## src/qdac_defs.svh

```systemverilog
// Constants for the four-channel converter serial load control.
`ifndef QDAC_DEFS_SVH
`define QDAC_DEFS_SVH

// ----------------------------------------------------------------------------
// Sizes
// ----------------------------------------------------------------------------
`define QDAC_WORD_W      24
`define QDAC_DATA_W      16
`define QDAC_CHANS       4
`define QDAC_CHAN_W      2
`define QDAC_CNT_W       5
`define QDAC_CNT_FULL    5'h18
`define QDAC_CNT_OVER    5'h19
`define QDAC_CNT_ZERO    5'h00
`define QDAC_CNT_ONE     5'h01

// ----------------------------------------------------------------------------
// Serial word layout
// ----------------------------------------------------------------------------
`define QDAC_RD_BIT      23
`define QDAC_SEL_HI      22
`define QDAC_SEL_LO      19
`define QDAC_ADDR_HI     18
`define QDAC_ADDR_LO     16
`define QDAC_SEL_DATA    4'h0
`define QDAC_SEL_FUNC    4'h1
`define QDAC_ADDR_ALL    3'h4
`define QDAC_RB_PAD      8'h00

// ----------------------------------------------------------------------------
// Function register layout
// ----------------------------------------------------------------------------
`define QDAC_FN_W        5
`define QDAC_FN_DAISY    0
`define QDAC_FN_GP_BASE  1
`define QDAC_FN_RESET    5'h00
`define QDAC_GP_PINS     2
`define QDAC_RB_FILL     9'h000

// ----------------------------------------------------------------------------
// Input synchroniser lanes
// ----------------------------------------------------------------------------
`define QDAC_SI_W        7
`define QDAC_SI_FRAME    0
`define QDAC_SI_SCLK     1
`define QDAC_SI_SERIAL_DATA_IN     2
`define QDAC_SI_CLR      3
`define QDAC_SI_LOAD     4
`define QDAC_SI_GP       5
`define QDAC_SI_IDLE     7'h7f

`define QDAC_CLEAR_VAL   16'h0000

`endif

```

## src/qdac_pkg.sv

```systemverilog
// Types shared by the serial load control design.
package qdac_pkg;

	// --------------------------------------------------------------------
	// Frame tracking
	// --------------------------------------------------------------------
	typedef enum logic {
		FR_IDLE,
		FR_SHIFT
	} qdac_frame_t;

	typedef logic [15:0] qdac_word_t;

endpackage : qdac_pkg

```

## src/qdac_chan_bank.sv

```systemverilog
// Channel register bank: input and output registers with pending flags.
`include "qdac_defs.svh"

module qdac_chan_bank
	import qdac_pkg::*;
(
	// Clock and reset.
	input  wire logic                         clock,
	input  wire logic                         srst,
	// Write port.
	input  wire logic                         wrEn,
	input  wire logic [`QDAC_CHANS-1:0]       wrMask,
	input  wire qdac_word_t                   wrData,
	input  wire logic                         wrNow,
	// Load and clear.
	input  wire logic                         loadAll,
	input  wire logic                         clearAll,
	// Read port.
	input  wire logic [`QDAC_CHAN_W-1:0]      rdChan,
	output qdac_word_t                        rdData,
	// Channel state.
	output wire logic [`QDAC_CHANS-1:0][15:0] chanValue,
	output wire logic [`QDAC_CHANS-1:0]       pendMask
);

	qdac_word_t inVec [`QDAC_CHANS];

	// --------------------------------------------------------------------
	// Per-channel registers
	// --------------------------------------------------------------------
	genvar i;
	generate
		for (i = 0; i < `QDAC_CHANS; i++) begin : g_chan
			qdac_word_t inReg;
			qdac_word_t outReg;
			logic       pend;

			// Clear beats a write, and a write beats a load on its own channel.
			always_ff @(posedge clock) begin
				if (srst || clearAll) begin
					inReg  <= `QDAC_CLEAR_VAL;
					outReg <= `QDAC_CLEAR_VAL;
					pend   <= 1'b0;
				end else if (wrEn && wrMask[i]) begin
					inReg <= wrData;
					pend  <= !wrNow;
					if (wrNow) begin
						outReg <= wrData;
					end
				end else if (loadAll && pend) begin
					outReg <= inReg;
					pend   <= 1'b0;
				end
			end

			assign inVec[i]     = inReg;
			assign chanValue[i] = outReg;
			assign pendMask[i]  = pend;
		end
	endgenerate

	// Read data comes from a register so the caller gets it one cycle later.
	always_ff @(posedge clock) begin
		if (srst) begin
			rdData <= `QDAC_CLEAR_VAL;
		end else begin
			rdData <= inVec[rdChan];
		end
	end

endmodule : qdac_chan_bank

```

## src/qdac_serial_ctrl.sv

```systemverilog
// Serial load control for a four-channel voltage-output converter.
`include "qdac_defs.svh"

module qdac_serial_ctrl
	import qdac_pkg::*;
(
	// Clock and reset.
	input  wire logic                         clock,
	input  wire logic                         srst,
	// Serial link.
	input  wire logic                         frameSelN,
	input  wire logic                         serialClk,
	input  wire logic                         serialDataIn,
	output logic                              serialDataOut,
	// Load control.
	input  wire logic                         clearN,
	input  wire logic                         loadStrobeN,
	// General-purpose pins.
	input  wire logic [`QDAC_GP_PINS-1:0]     gpPinIn,
	output logic      [`QDAC_GP_PINS-1:0]     gpPinOut,
	output logic      [`QDAC_GP_PINS-1:0]     gpPinOe,
	// Channel outputs.
	output wire logic [`QDAC_CHANS-1:0][15:0] chanValue
);

	// --------------------------------------------------------------------
	// Decoding helpers
	// --------------------------------------------------------------------
	// An address at or above the all-channels code selects every channel.
	function automatic logic [`QDAC_CHANS-1:0] chanMask(input logic [2:0] addr);
		logic [`QDAC_CHANS-1:0] m;
		m = '0;
		if (addr >= `QDAC_ADDR_ALL) begin
			m = '1;
		end else begin
			m[addr[`QDAC_CHAN_W-1:0]] = 1'b1;
		end
		return m;
	endfunction : chanMask

	// --------------------------------------------------------------------
	// Input synchronisers
	// --------------------------------------------------------------------
	logic [`QDAC_SI_W-1:0] syncA;
	logic [`QDAC_SI_W-1:0] syncB;
	logic [`QDAC_SI_W-1:0] syncPrev;
	wire  [`QDAC_SI_W-1:0] pinsRaw = {gpPinIn, loadStrobeN, clearN, serialDataIn,
	                                  serialClk, frameSelN};

	// Lanes reset high: an open clear or an open pin input must look idle.
	always_ff @(posedge clock) begin
		if (srst) begin
			syncA    <= `QDAC_SI_IDLE;
			syncB    <= `QDAC_SI_IDLE;
			syncPrev <= `QDAC_SI_IDLE;
		end else begin
			syncA    <= pinsRaw;
			syncB    <= syncA;
			syncPrev <= syncB;
		end
	end

	// Edges are found from the second stage against its own delayed copy.
	wire frameActive = !syncB[`QDAC_SI_FRAME];
	wire frameFall   = syncPrev[`QDAC_SI_FRAME] && !syncB[`QDAC_SI_FRAME];
	wire frameRise   = !syncPrev[`QDAC_SI_FRAME] && syncB[`QDAC_SI_FRAME];
	wire sclkFall    = syncPrev[`QDAC_SI_SCLK] && !syncB[`QDAC_SI_SCLK];
	wire sclkRise    = !syncPrev[`QDAC_SI_SCLK] && syncB[`QDAC_SI_SCLK];
	wire dataBit     = syncB[`QDAC_SI_SERIAL_DATA_IN];
	wire clearFall   = syncPrev[`QDAC_SI_CLR] && !syncB[`QDAC_SI_CLR];
	wire loadFall    = syncPrev[`QDAC_SI_LOAD] && !syncB[`QDAC_SI_LOAD];
	wire loadLow     = !syncB[`QDAC_SI_LOAD];
	wire [`QDAC_GP_PINS-1:0] gpLevel = syncB[`QDAC_SI_GP +: `QDAC_GP_PINS];

	// --------------------------------------------------------------------
	// Frame state and shift register
	// --------------------------------------------------------------------
	qdac_frame_t                     frameState;
	qdac_frame_t                     next_frameState;
	logic [`QDAC_CNT_W-1:0]          bitCount;
	logic [`QDAC_WORD_W-1:0]         shiftReg;
	logic [`QDAC_FN_W-1:0]           fnReg;
	logic                            readPending;
	logic                            loadReadback;
	logic                            readbackFunc;
	qdac_word_t                      bankRdData;
	logic [`QDAC_CHANS-1:0]          pendMask;

	// Taking a bit needs the frame low; a stray clock between frames is ignored.
	wire shiftNow  = (frameState == FR_SHIFT) && frameActive && sclkFall;
	// Anything other than exactly 24 bits is dropped without effect.
	wire complete  = (frameState == FR_SHIFT) && frameRise
	                 && (bitCount == `QDAC_CNT_FULL);
	wire cmdRead   = shiftReg[`QDAC_RD_BIT];
	wire [3:0] cmdSel  = shiftReg[`QDAC_SEL_HI:`QDAC_SEL_LO];
	wire [2:0] cmdAddr = shiftReg[`QDAC_ADDR_HI:`QDAC_ADDR_LO];
	wire wrData    = complete && !cmdRead && (cmdSel == `QDAC_SEL_DATA);
	wire wrFunc    = complete && !cmdRead && (cmdSel == `QDAC_SEL_FUNC);
	wire rdCmd     = complete && cmdRead;
	wire outEnable = fnReg[`QDAC_FN_DAISY] || readPending;
	wire [`QDAC_CHANS-1:0] wrMask = chanMask(cmdAddr);

	// Frame state follows the synchronised frame select.
	always_comb begin
		next_frameState = frameState;
		unique case (frameState)
			FR_IDLE: begin
				if (frameFall) begin
					next_frameState = FR_SHIFT;
				end
			end
			FR_SHIFT: begin
				if (frameRise) begin
					next_frameState = FR_IDLE;
				end
			end
		endcase
	end

	always_ff @(posedge clock) begin
		if (srst) begin
			frameState <= FR_IDLE;
		end else begin
			frameState <= next_frameState;
		end
	end

	// Bit counter saturates one past a full word so long frames are refused.
	always_ff @(posedge clock) begin
		if (srst || frameFall) begin
			bitCount <= `QDAC_CNT_ZERO;
		end else if (shiftNow && bitCount != `QDAC_CNT_OVER) begin
			bitCount <= bitCount + `QDAC_CNT_ONE;
		end
	end

	// The shift register keeps its contents across frames for daisy-chaining.
	always_ff @(posedge clock) begin
		if (srst) begin
			shiftReg <= '0;
		end else if (loadReadback) begin
			shiftReg <= {`QDAC_RB_PAD, readbackFunc
			             ? {`QDAC_RB_FILL, gpLevel, fnReg} : bankRdData};
		end else if (shiftNow) begin
			shiftReg <= {shiftReg[`QDAC_WORD_W-2:0], dataBit};
		end
	end

	// --------------------------------------------------------------------
	// Readback and serial data out
	// --------------------------------------------------------------------
	// The readback word is loaded one cycle after the read frame, once the
	// bank's registered read data has settled.
	always_ff @(posedge clock) begin
		if (srst) begin
			loadReadback <= 1'b0;
			readbackFunc <= 1'b0;
			readPending  <= 1'b0;
		end else begin
			loadReadback <= rdCmd;
			readbackFunc <= cmdSel == `QDAC_SEL_FUNC;
			if (rdCmd) begin
				readPending <= 1'b1;
			end else if (frameRise) begin
				readPending <= 1'b0;
			end
		end
	end

	// Data out changes on the rising serial clock, so it is stable at the
	// host's sampling edge; it reads zero when neither mode is on.
	always_ff @(posedge clock) begin
		if (srst) begin
			serialDataOut <= 1'b0;
		end else if (!outEnable) begin
			serialDataOut <= 1'b0;
		end else if (frameFall || (frameActive && sclkRise)) begin
			serialDataOut <= shiftReg[`QDAC_RD_BIT];
		end
	end

	// --------------------------------------------------------------------
	// Function register and general-purpose pins
	// --------------------------------------------------------------------
	always_ff @(posedge clock) begin
		if (srst) begin
			fnReg <= `QDAC_FN_RESET;
		end else if (wrFunc) begin
			fnReg <= shiftReg[`QDAC_FN_W-1:0];
		end
	end

	// Each pin takes a direction bit and a value bit from the function word.
	// An input pin is simply not driven; unless the board drives it, the pad pull-up makes it read high.
	genvar g;
	generate
		for (g = 0; g < `QDAC_GP_PINS; g++) begin : g_gp
			always_ff @(posedge clock) begin
				if (srst) begin
					gpPinOe[g]  <= 1'b0;
					gpPinOut[g] <= 1'b0;
				end else begin
					gpPinOe[g]  <= fnReg[`QDAC_FN_GP_BASE + 2*g];
					gpPinOut[g] <= fnReg[`QDAC_FN_GP_BASE + 2*g + 1];
				end
			end
		end
	endgenerate

	// --------------------------------------------------------------------
	// Channel registers
	// --------------------------------------------------------------------
	// Load strobe level decides immediate or deferred update; its fall moves
	// every pending word at once.
	qdac_chan_bank u_bank (
		.clock     (clock),
		.srst      (srst),
		.wrEn      (wrData),
		.wrMask    (wrMask),
		.wrData    (shiftReg[`QDAC_DATA_W-1:0]),
		.wrNow     (loadLow),
		.loadAll   (loadFall),
		.clearAll  (clearFall),
		.rdChan    (cmdAddr[`QDAC_CHAN_W-1:0]),
		.rdData    (bankRdData),
		.chanValue (chanValue),
		.pendMask  (pendMask)
	);

	// --------------------------------------------------------------------
	// Checks
	// --------------------------------------------------------------------
	chk_frame_gate: assert property (
		@(posedge clock) disable iff (srst)
		(sclkFall && !frameActive) |=> $stable(bitCount))
		else $error("Bit counted outside a frame.");

	chk_shift_in: assert property (
		@(posedge clock) disable iff (srst)
		shiftNow && !loadReadback |=> shiftReg[0] == $past(dataBit)
		&& shiftReg[`QDAC_WORD_W-1:1] == $past(shiftReg[`QDAC_WORD_W-2:0]))
		else $error("Serial bit not shifted in.");

	chk_out_bit: assert property (
		@(posedge clock) disable iff (srst)
		(sclkRise && frameActive && outEnable)
		|=> serialDataOut == $past(shiftReg[`QDAC_RD_BIT]))
		else $error("Data out does not follow shift register.");

	chk_clear_zero: assert property (
		@(posedge clock) disable iff (srst)
		clearFall |=> (chanValue == '0) && (pendMask == '0))
		else $error("Clear did not zero the channels.");

	chk_clear_idle: assert property (
		@(posedge clock)
		$fell(srst) |-> !clearFall ##1 !clearFall)
		else $error("Clear fired with no falling edge.");

	chk_load_now: assert property (
		@(posedge clock) disable iff (srst)
		(wrData && loadLow && wrMask[0] && !clearFall)
		|=> chanValue[0] == $past(shiftReg[15:0]) && !pendMask[0])
		else $error("Immediate update missed.");

	chk_load_hold: assert property (
		@(posedge clock) disable iff (srst)
		(wrData && !loadLow && !clearFall)
		|=> $stable(chanValue) && ((pendMask & $past(wrMask)) == $past(wrMask)))
		else $error("Deferred write changed the output.");

	chk_load_all: assert property (
		@(posedge clock) disable iff (srst)
		(loadFall && !wrData && !clearFall) |=> pendMask == '0)
		else $error("Load strobe left channels pending.");

	chk_gp_drive: assert property (
		@(posedge clock) disable iff (srst)
		wrFunc |=> ##1 gpPinOe[0] == $past(shiftReg[1], 2)
		&& gpPinOut[1] == $past(shiftReg[4], 2))
		else $error("Pin setting not applied.");

	chk_count_exact: assert property (
		@(posedge clock) disable iff (srst)
		(frameRise && bitCount != `QDAC_CNT_FULL) |-> !wrData ##1 $stable(fnReg))
		else $error("Short or long frame acted on.");

endmodule : qdac_serial_ctrl

```

## config.mk

```make
export PLATFORM = sky130hd
export DESIGN_NAME = qdac_serial_ctrl
export DESIGN_NICKNAME = d
export VERILOG_FILES = /design/src/qdac_pkg.sv /design/src/qdac_chan_bank.sv /design/src/qdac_serial_ctrl.sv
export VERILOG_INCLUDE_DIRS = /design/src
export SDC_FILE = /design/constraint.sdc
export NUM_CORES = 1
export LEC_CHECK = 0
export ABC_AREA = 1
export BUFFER_PORTS_ARGS = -buffer_cell sky130_fd_sc_hd__buf_2
export CAP_MARGIN = 0
export CORE_ASPECT_RATIO = 0.75
export CORE_MARGIN = 1.5
export CORE_UTILIZATION = 60
export CTS_BUF_LIST = sky130_fd_sc_hd__clkbuf_8
export DETAILED_ROUTE_END_ITERATION = 6
export PLACE_DENSITY_LB_ADDON = 0.05
export SLEW_MARGIN = 20
export SYNTH_ARGS = -nofsm -noshare
export SYNTH_HDL_FRONTEND = slang
export SYNTH_SLANG_ARGS = --single-unit
```

## constraint.sdc

```tcl
create_clock -name clock -period 4 [get_ports clock]
set_clock_uncertainty 0.15 [all_clocks]
set_input_delay 0 -clock clock [delete_from_list [all_inputs] [get_ports clock]]
set_output_delay 0 -clock clock [all_outputs]
set_load 0.005 [all_outputs]
```

; Yosys cells after proc, flatten, opt, wreduce, memory -nomap -nowiden
; Index checks and enable logic that the tools add are counted.
[classes]
addsub = 1
order_cmp = 4
eq_ne = 7
n_mux = 31
bitwise_logic = 3
reduce_logical = 49
[op_table]
columns = cell, count
row1 = two-way mux 16 bit, 14
row2 = binary-select mux 16 bit (select 2 bit), 1
row3 = logical AND 1 bit, 25
row4 = two-way mux 1 bit, 13
row5 = nonzero test 2 bit, 6
row6 = inequality test 2 bit (second input constant), 4
row7 = AND reduction 2 bit, 4
row8 = logical NOT 1 bit, 7
row9 = greater-or-equal comparator 3 bit (second input constant), 2
row10 = adder 5 x 1 -> 5 bit (second input constant), 1
row11 = == test 5 bit (second input constant), 1
row12 = inequality test 5 bit (second input constant), 1
row13 = == test 4 x 1 -> 1 bit (second input constant), 1
row14 = logical NOT 4 bit, 1
row15 = logical OR 1 bit, 4
row16 = two-way mux 4 bit, 1
row17 = OR reduction 2 bit, 2
row18 = < comparator 2 x 3 -> 1 bit (second input constant), 1
row19 = inverter 2 -> 3 bit, 1
row20 = demux 1 bit (select 2 bit), 1
row21 = greater-or-equal comparator 2 x 1 -> 1 bit (second input constant), 1
row22 = inverter 1 bit, 2
row23 = one-hot mux 1 bit (2 select lines), 1
[word_totals]
reg_bits = 210
input_bits = 9
output_inout_bits = 69
wordCells = 124

; Longest topological paths before layout
[depth]
depth_word = 9
depth_mapped = 13
ltp_nobuf = 12

; By module
; Synthesis repeated with hierarchy kept, for this count alone.
[unflattened]
hier_cells = 1310
hier_area_um2 = 9426.5
[modules_own_cells]
columns = module, instances, cells_per_inst, area_each_um2, seq_area_each_um2
row1 = qdac_chan_bank, 1, 986, 6924.1, 2962.8
row2 = qdac_serial_ctrl, 1, 324, 2502.4, 1221.2

; Worst setup path before layout
; Ideal clock, no wire load.
[synth_path]
path_kind = flip-flop to flip-flop
start = register bitCount[0]
end = register u_bank.g_chan[1].outReg[10]
setup_time_ns = 0.117
t_arrival_ns = 1.564
t_required_ns = 3.733
path_slack_ns = 2.169
path_stages_with_launch = 11
n_path_buf = 1
synth_period_minus_slack_ns = 1.831
path_cell_list = dfxtp_1 > inv_1 > ha_1 > inv_1 > nor2_1 > nand3_2 > nor2_8 > nand3_2 > nand3_2 > buf_4 > a21oi_2
[synth_between]
elab_chain_cells = 7
word_cells_on_any_way = 9
classes_between = eq/ne (2) / mux (1) / reduce/logical (6)
[synth_lines]
columns = item, line_no
row1 = "start, declared", qdac_serial_ctrl.sv:80  ; logic [`QDAC_CNT_W-1:0] bitCount;
row2 = "start signal, assigned", qdac_serial_ctrl.sv:131  ; bitCount <= `QDAC_CNT_ZERO;
row3 = "start signal, assigned", qdac_serial_ctrl.sv:133  ; bitCount <= bitCount + `QDAC_CNT_ONE;
row4 = == test 5 bit (no source line) (*), n/a
row5 = logical AND 1 bit (*), qdac_serial_ctrl.sv:92  ; wire complete = (frameState == FR_SHIFT) && frameRise
row6 = logical AND 1 bit (*) (2 in series), qdac_serial_ctrl.sv:97  ; wire wrData = complete && !cmdRead && (cmdSel == `QDAC_SEL_DATA);
row7 = logical AND 1 bit (*), qdac_chan_bank.sv:44  ; end else if (wrEn && wrMask[i]) begin
row8 = inequality test 2 bit (no source line) / nonzero test 2 bit (equally long branches), n/a
row9 = AND reduction 2 bit (no source line), n/a
row10 = "end signal, assigned", qdac_chan_bank.sv:42  ; outReg <= `QDAC_CLEAR_VAL;
row11 = "end signal, assigned", qdac_chan_bank.sv:48  ; outReg <= wrData;
row12 = "end signal, assigned", qdac_chan_bank.sv:51  ; outReg <= inReg;
row13 = "end, declared", qdac_chan_bank.sv:35  ; qdac_word_t outReg;
; Every way passes the cells marked *; elsewhere a longest branch is shown, timed or not.
; A chain may end at the register's enable or synchronous reset.

; Worst setup path after layout
[layout_path]
start = register shiftReg[17]
end = register u_bank.g_chan[3].outReg[11]
[layout_between]
elab_chain_cells = 8
word_cells_on_any_way = 12
classes_between = order compare (3) / eq/ne (1) / mux (4) / reduce/logical (4)
[layout_lines]
columns = item, line_no
row1 = "start, declared", qdac_serial_ctrl.sv:81  ; logic [`QDAC_WORD_W-1:0] shiftReg;
row2 = "start signal, assigned", qdac_serial_ctrl.sv:142  ; shiftReg <= {`QDAC_RB_PAD, readbackFunc
row3 = "start signal, assigned", qdac_serial_ctrl.sv:145  ; shiftReg <= {shiftReg[`QDAC_WORD_W-2:0], dataBit};
row4 = < comparator 2 x 3 -> 1 bit / greater-or-equal comparator 2 x 1 -> 1 bit (equally long branches), qdac_serial_ctrl.sv:36  ; m[addr[`QDAC_CHAN_W-1:0]] = 1'b1;
row5 = logical AND 1 bit, qdac_serial_ctrl.sv:36
row6 = two-way mux 1 bit, qdac_serial_ctrl.sv:36
row7 = demux 1 bit (select 2 bit), qdac_serial_ctrl.sv:36
row8 = two-way mux 4 bit (*), qdac_serial_ctrl.sv:33  ; if (addr >= `QDAC_ADDR_ALL) begin
row9 = logical AND 1 bit (*), qdac_chan_bank.sv:44
row10 = inequality test 2 bit (no source line) / nonzero test 2 bit (equally long branches), n/a
row11 = AND reduction 2 bit (no source line), n/a
row12 = "end signal, assigned", qdac_chan_bank.sv:42
row13 = "end signal, assigned", qdac_chan_bank.sv:48
row14 = "end signal, assigned", qdac_chan_bank.sv:51
row15 = "end, declared", qdac_chan_bank.sv:35
; Marked as above.

==> run summary <==
Status = completed
Clk buf depth = 3
Pin count of the biggest net entering global routing = 48
Critical path class = register to register
PwrDens = 437 mW/mm^2
Syn Inst Count = 1081
CP Max Fanout = 19
Crit. End Element = register
Kind of start point of the critical path = register
Antenna violations before repair = 0
Syn_nets = 1093
Worst vdd ir = 0.349 mV
Syn Area/Cell = 7.65 sq um
Most frequent cells in the layout = dfxtp_1, inv_1, nand3_1
Register area share after synthesis = 0.506
Detail-routed via count per cell = 5.40
P_int = 3.28 mW
Share of total power in sequential cells = 0.505
ANT nets after route = 0
GP Congestion = 0.847
Slew headroom = 0.432
Share of cells above drive strength 1 = 0.154
Routed Wire Length = 20.4 mm
Ant. Diodes = 0
Top Ports = 78
Worst-path clk slew = 0.07 ns
Worst-Margin Slew = 0.851 ns
Worst Hold Class = input pin to register
Worst EP required = 4.33 ns
Highest Signal Layer = met4
Overall Power = 4.15 mW
Clk root buf = clkbuf_8
P_sw = 0.864 mW
Final Hold Viols = 0
Post-synth EDFFs = 0
DIE HEIGHT = 105 um
Number of synthesized register bits = 209
Final min period = 2.78 ns
Post-CTS sizing = 0
Asr flop ratio synth = 0
Final nets = 1163
Vias in the first global route = 6318
Final setup fails = 0
Combinational Power Share = 0.019
Arrival time at the worst endpoint = 3.11 ns
Yosys cell types = 36
Overflow after GRT = 0
Die Wd = 139 um
Placed cell area = 0.00866 sq mm
Min-delay src = serialClk
Initial core utilization = 0.625
Port Buffer Count = 77
Area of the core = 0.0132 sq mm
Area growth, synth to finish = 14.6%
Sw Share = 0.208
Per-cell routed wire length = 15.2 um
Num CTS Buffers = 31
Global-route wire length before repair = 32.5 mm
RSZ-0062 raised after global routing = false
GR Util All Layers = 0.275
Worst r2r src = shiftReg[17]
Share of total power in the clock network = 0.476
Synth Cell Area = 0.00827 sq mm
WHS = 0.0216 ns
Slew Limit Fails = 0
Die footprint = 0.0145 sq mm
Core Rows = 36
Setup TNS = 0 ns
Skew-Pair Late Insertion Delay = 0.55 ns
Tcrit/Tclk final = 0.695
Commonest non-fill, non-tap cell in the layout = dfxtp_1
Fmax = 0.360 GHz
Met3 WL = 1.71 mm
Drt drc = 0
Setup ws final = 1.22 ns
Sink Count = 209
H-tree level count = 1
Yosys Warn Count = 0
Max-Cap Viols = 0
Finished layout cell area = 0.00948 sq mm
Pre-CTS setup slack = 1.29 ns
Drt initial violations = 719
Critical Path Start = shiftReg[17]
DRT Pass-1 Iters = 5
Met2 wire len = 8.56 mm
DP Wirelength = 13.6 mm
Top FF cell, synth = dfxtp_1
CTS tree = yes
Leak = 4.63 nW
WL met1 = 9.89 mm
Vias = 7251
==> metal layers <==
| metal | up-vias | global-route usage |
|---|---|---|
| met5 | - | 0 |
| met4 | 0 | 0.0511 |
| met3 | 24 | 0.0417 |
| met2 | 292 | 0.411 |
| met1 | 3332 | 0.422 |
| li1 | 3603 | - |
==> worst paths after layout <==
check,end,slack (ns),depth (start not counted)
min,syncA[1],0.02,3
max,u_bank.g_chan[3].outReg[11],1.22,6
max reg2reg,u_bank.g_chan[3].outReg[11],1.22,6
min reg2reg,syncB[4],0.26,1
==> stage by stage <==
step	util	std cells
after global placement	0.654	1280
after detailed placement	0.654	1280
after floorplan	-	1081
final	0.716	1344
after global routing	0.716	1344
after CTS	0.716	1344
==> power by group through the flow <==
stage	combinational (mW)	sequential (mW)	clock, mW
final	0.0798	2.09	1.97
after global routing	0.0866	2.09	2.07
after CTS	0.0790	2.09	1.99
after detailed placement	0.0715	2.14	0
after global placement	0.0713	2.14	0
after floorplan	0.0512	2.14	0
==> registers in the layout, indices dropped and copies added, names as in the netlist <==
register,flops
readPending,1
u_bank.g_chan.inReg,64
gpPinOe,2
syncB,7
serialDataOut,1
u_bank.g_chan.outReg,64
gpPinOut,2
loadReadback,1
u_bank.rdData,16
syncA,7
fnReg,5
syncPrev,4
frameState,1
u_bank.g_chan.pend,4
shiftReg,24
readbackFunc,1
bitCount,5
==> critical path: stages, from the launching register on <==
cell and delay (ns):
dfxtp_1 0.43, nand2_1 0.40, nand2_2 0.46, nand4_1 0.70
nand2_1 0.25, nand3_1 0.13, a21oi_1 0.18
==> cell type report <==
class | instances | area [sq um]
flip-flops and latches | 209 | 4180
fillers | 1105 | 3760
multi-input cells | 624 | 3120
inverters | 195 | 732
clock buffers | 41 | 564
repair buffers | 90 | 505
well taps | 171 | 214
clock inverters | 14 | 166
==> synthesized netlist by cell type (2+ instances only) <==
cell type,number,share of area
nand2_1,138,0.063
o21ai_0,49,0.030
or2_2,14,0.011
nand3_1,144,0.087
ha_1,3,0.0045
buf_4,8,0.0073
o22ai_1,16,0.012
nor2_2,2,0.0015
a21oi_1,70,0.042
a221oi_1,23,0.024
clkbuf_1,25,0.011
a31oi_1,4,0.0030
inv_1,190,0.086
inv_2,3,0.0014
buf_1,6,0.0027
nand4_1,4,0.0030
buf_2,13,0.0079
clkinv_1,2,0.00091
a21oi_2,11,0.012
nor3_1,2,0.0012
nand2_2,7,0.0053
dfxtp_1,209,0.51
nand3_2,7,0.0085
nor2_1,119,0.054
==> kinds of logic (layout without fill, tap and decap cells) <==
family,Yosys count,count (layout),synth area share
compound gates,177,177,0.127
xor+xnor,1,1,0.00106
fa+ha+maj,3,3,0.00454
buf+inv,248,340,0.119
flops,209,209,0.506
simple gates,443,443,0.243
==> repair_timing <==
| item | 4_1_cts | 5_1_grt |
|---|---|---|
| hold buffers | 9 | 0 |
| hold endpoints to repair | 29 | 0 |
| setup buffers | 0 | 0 |
Note: power is estimated with default switching activity, not from simulation.
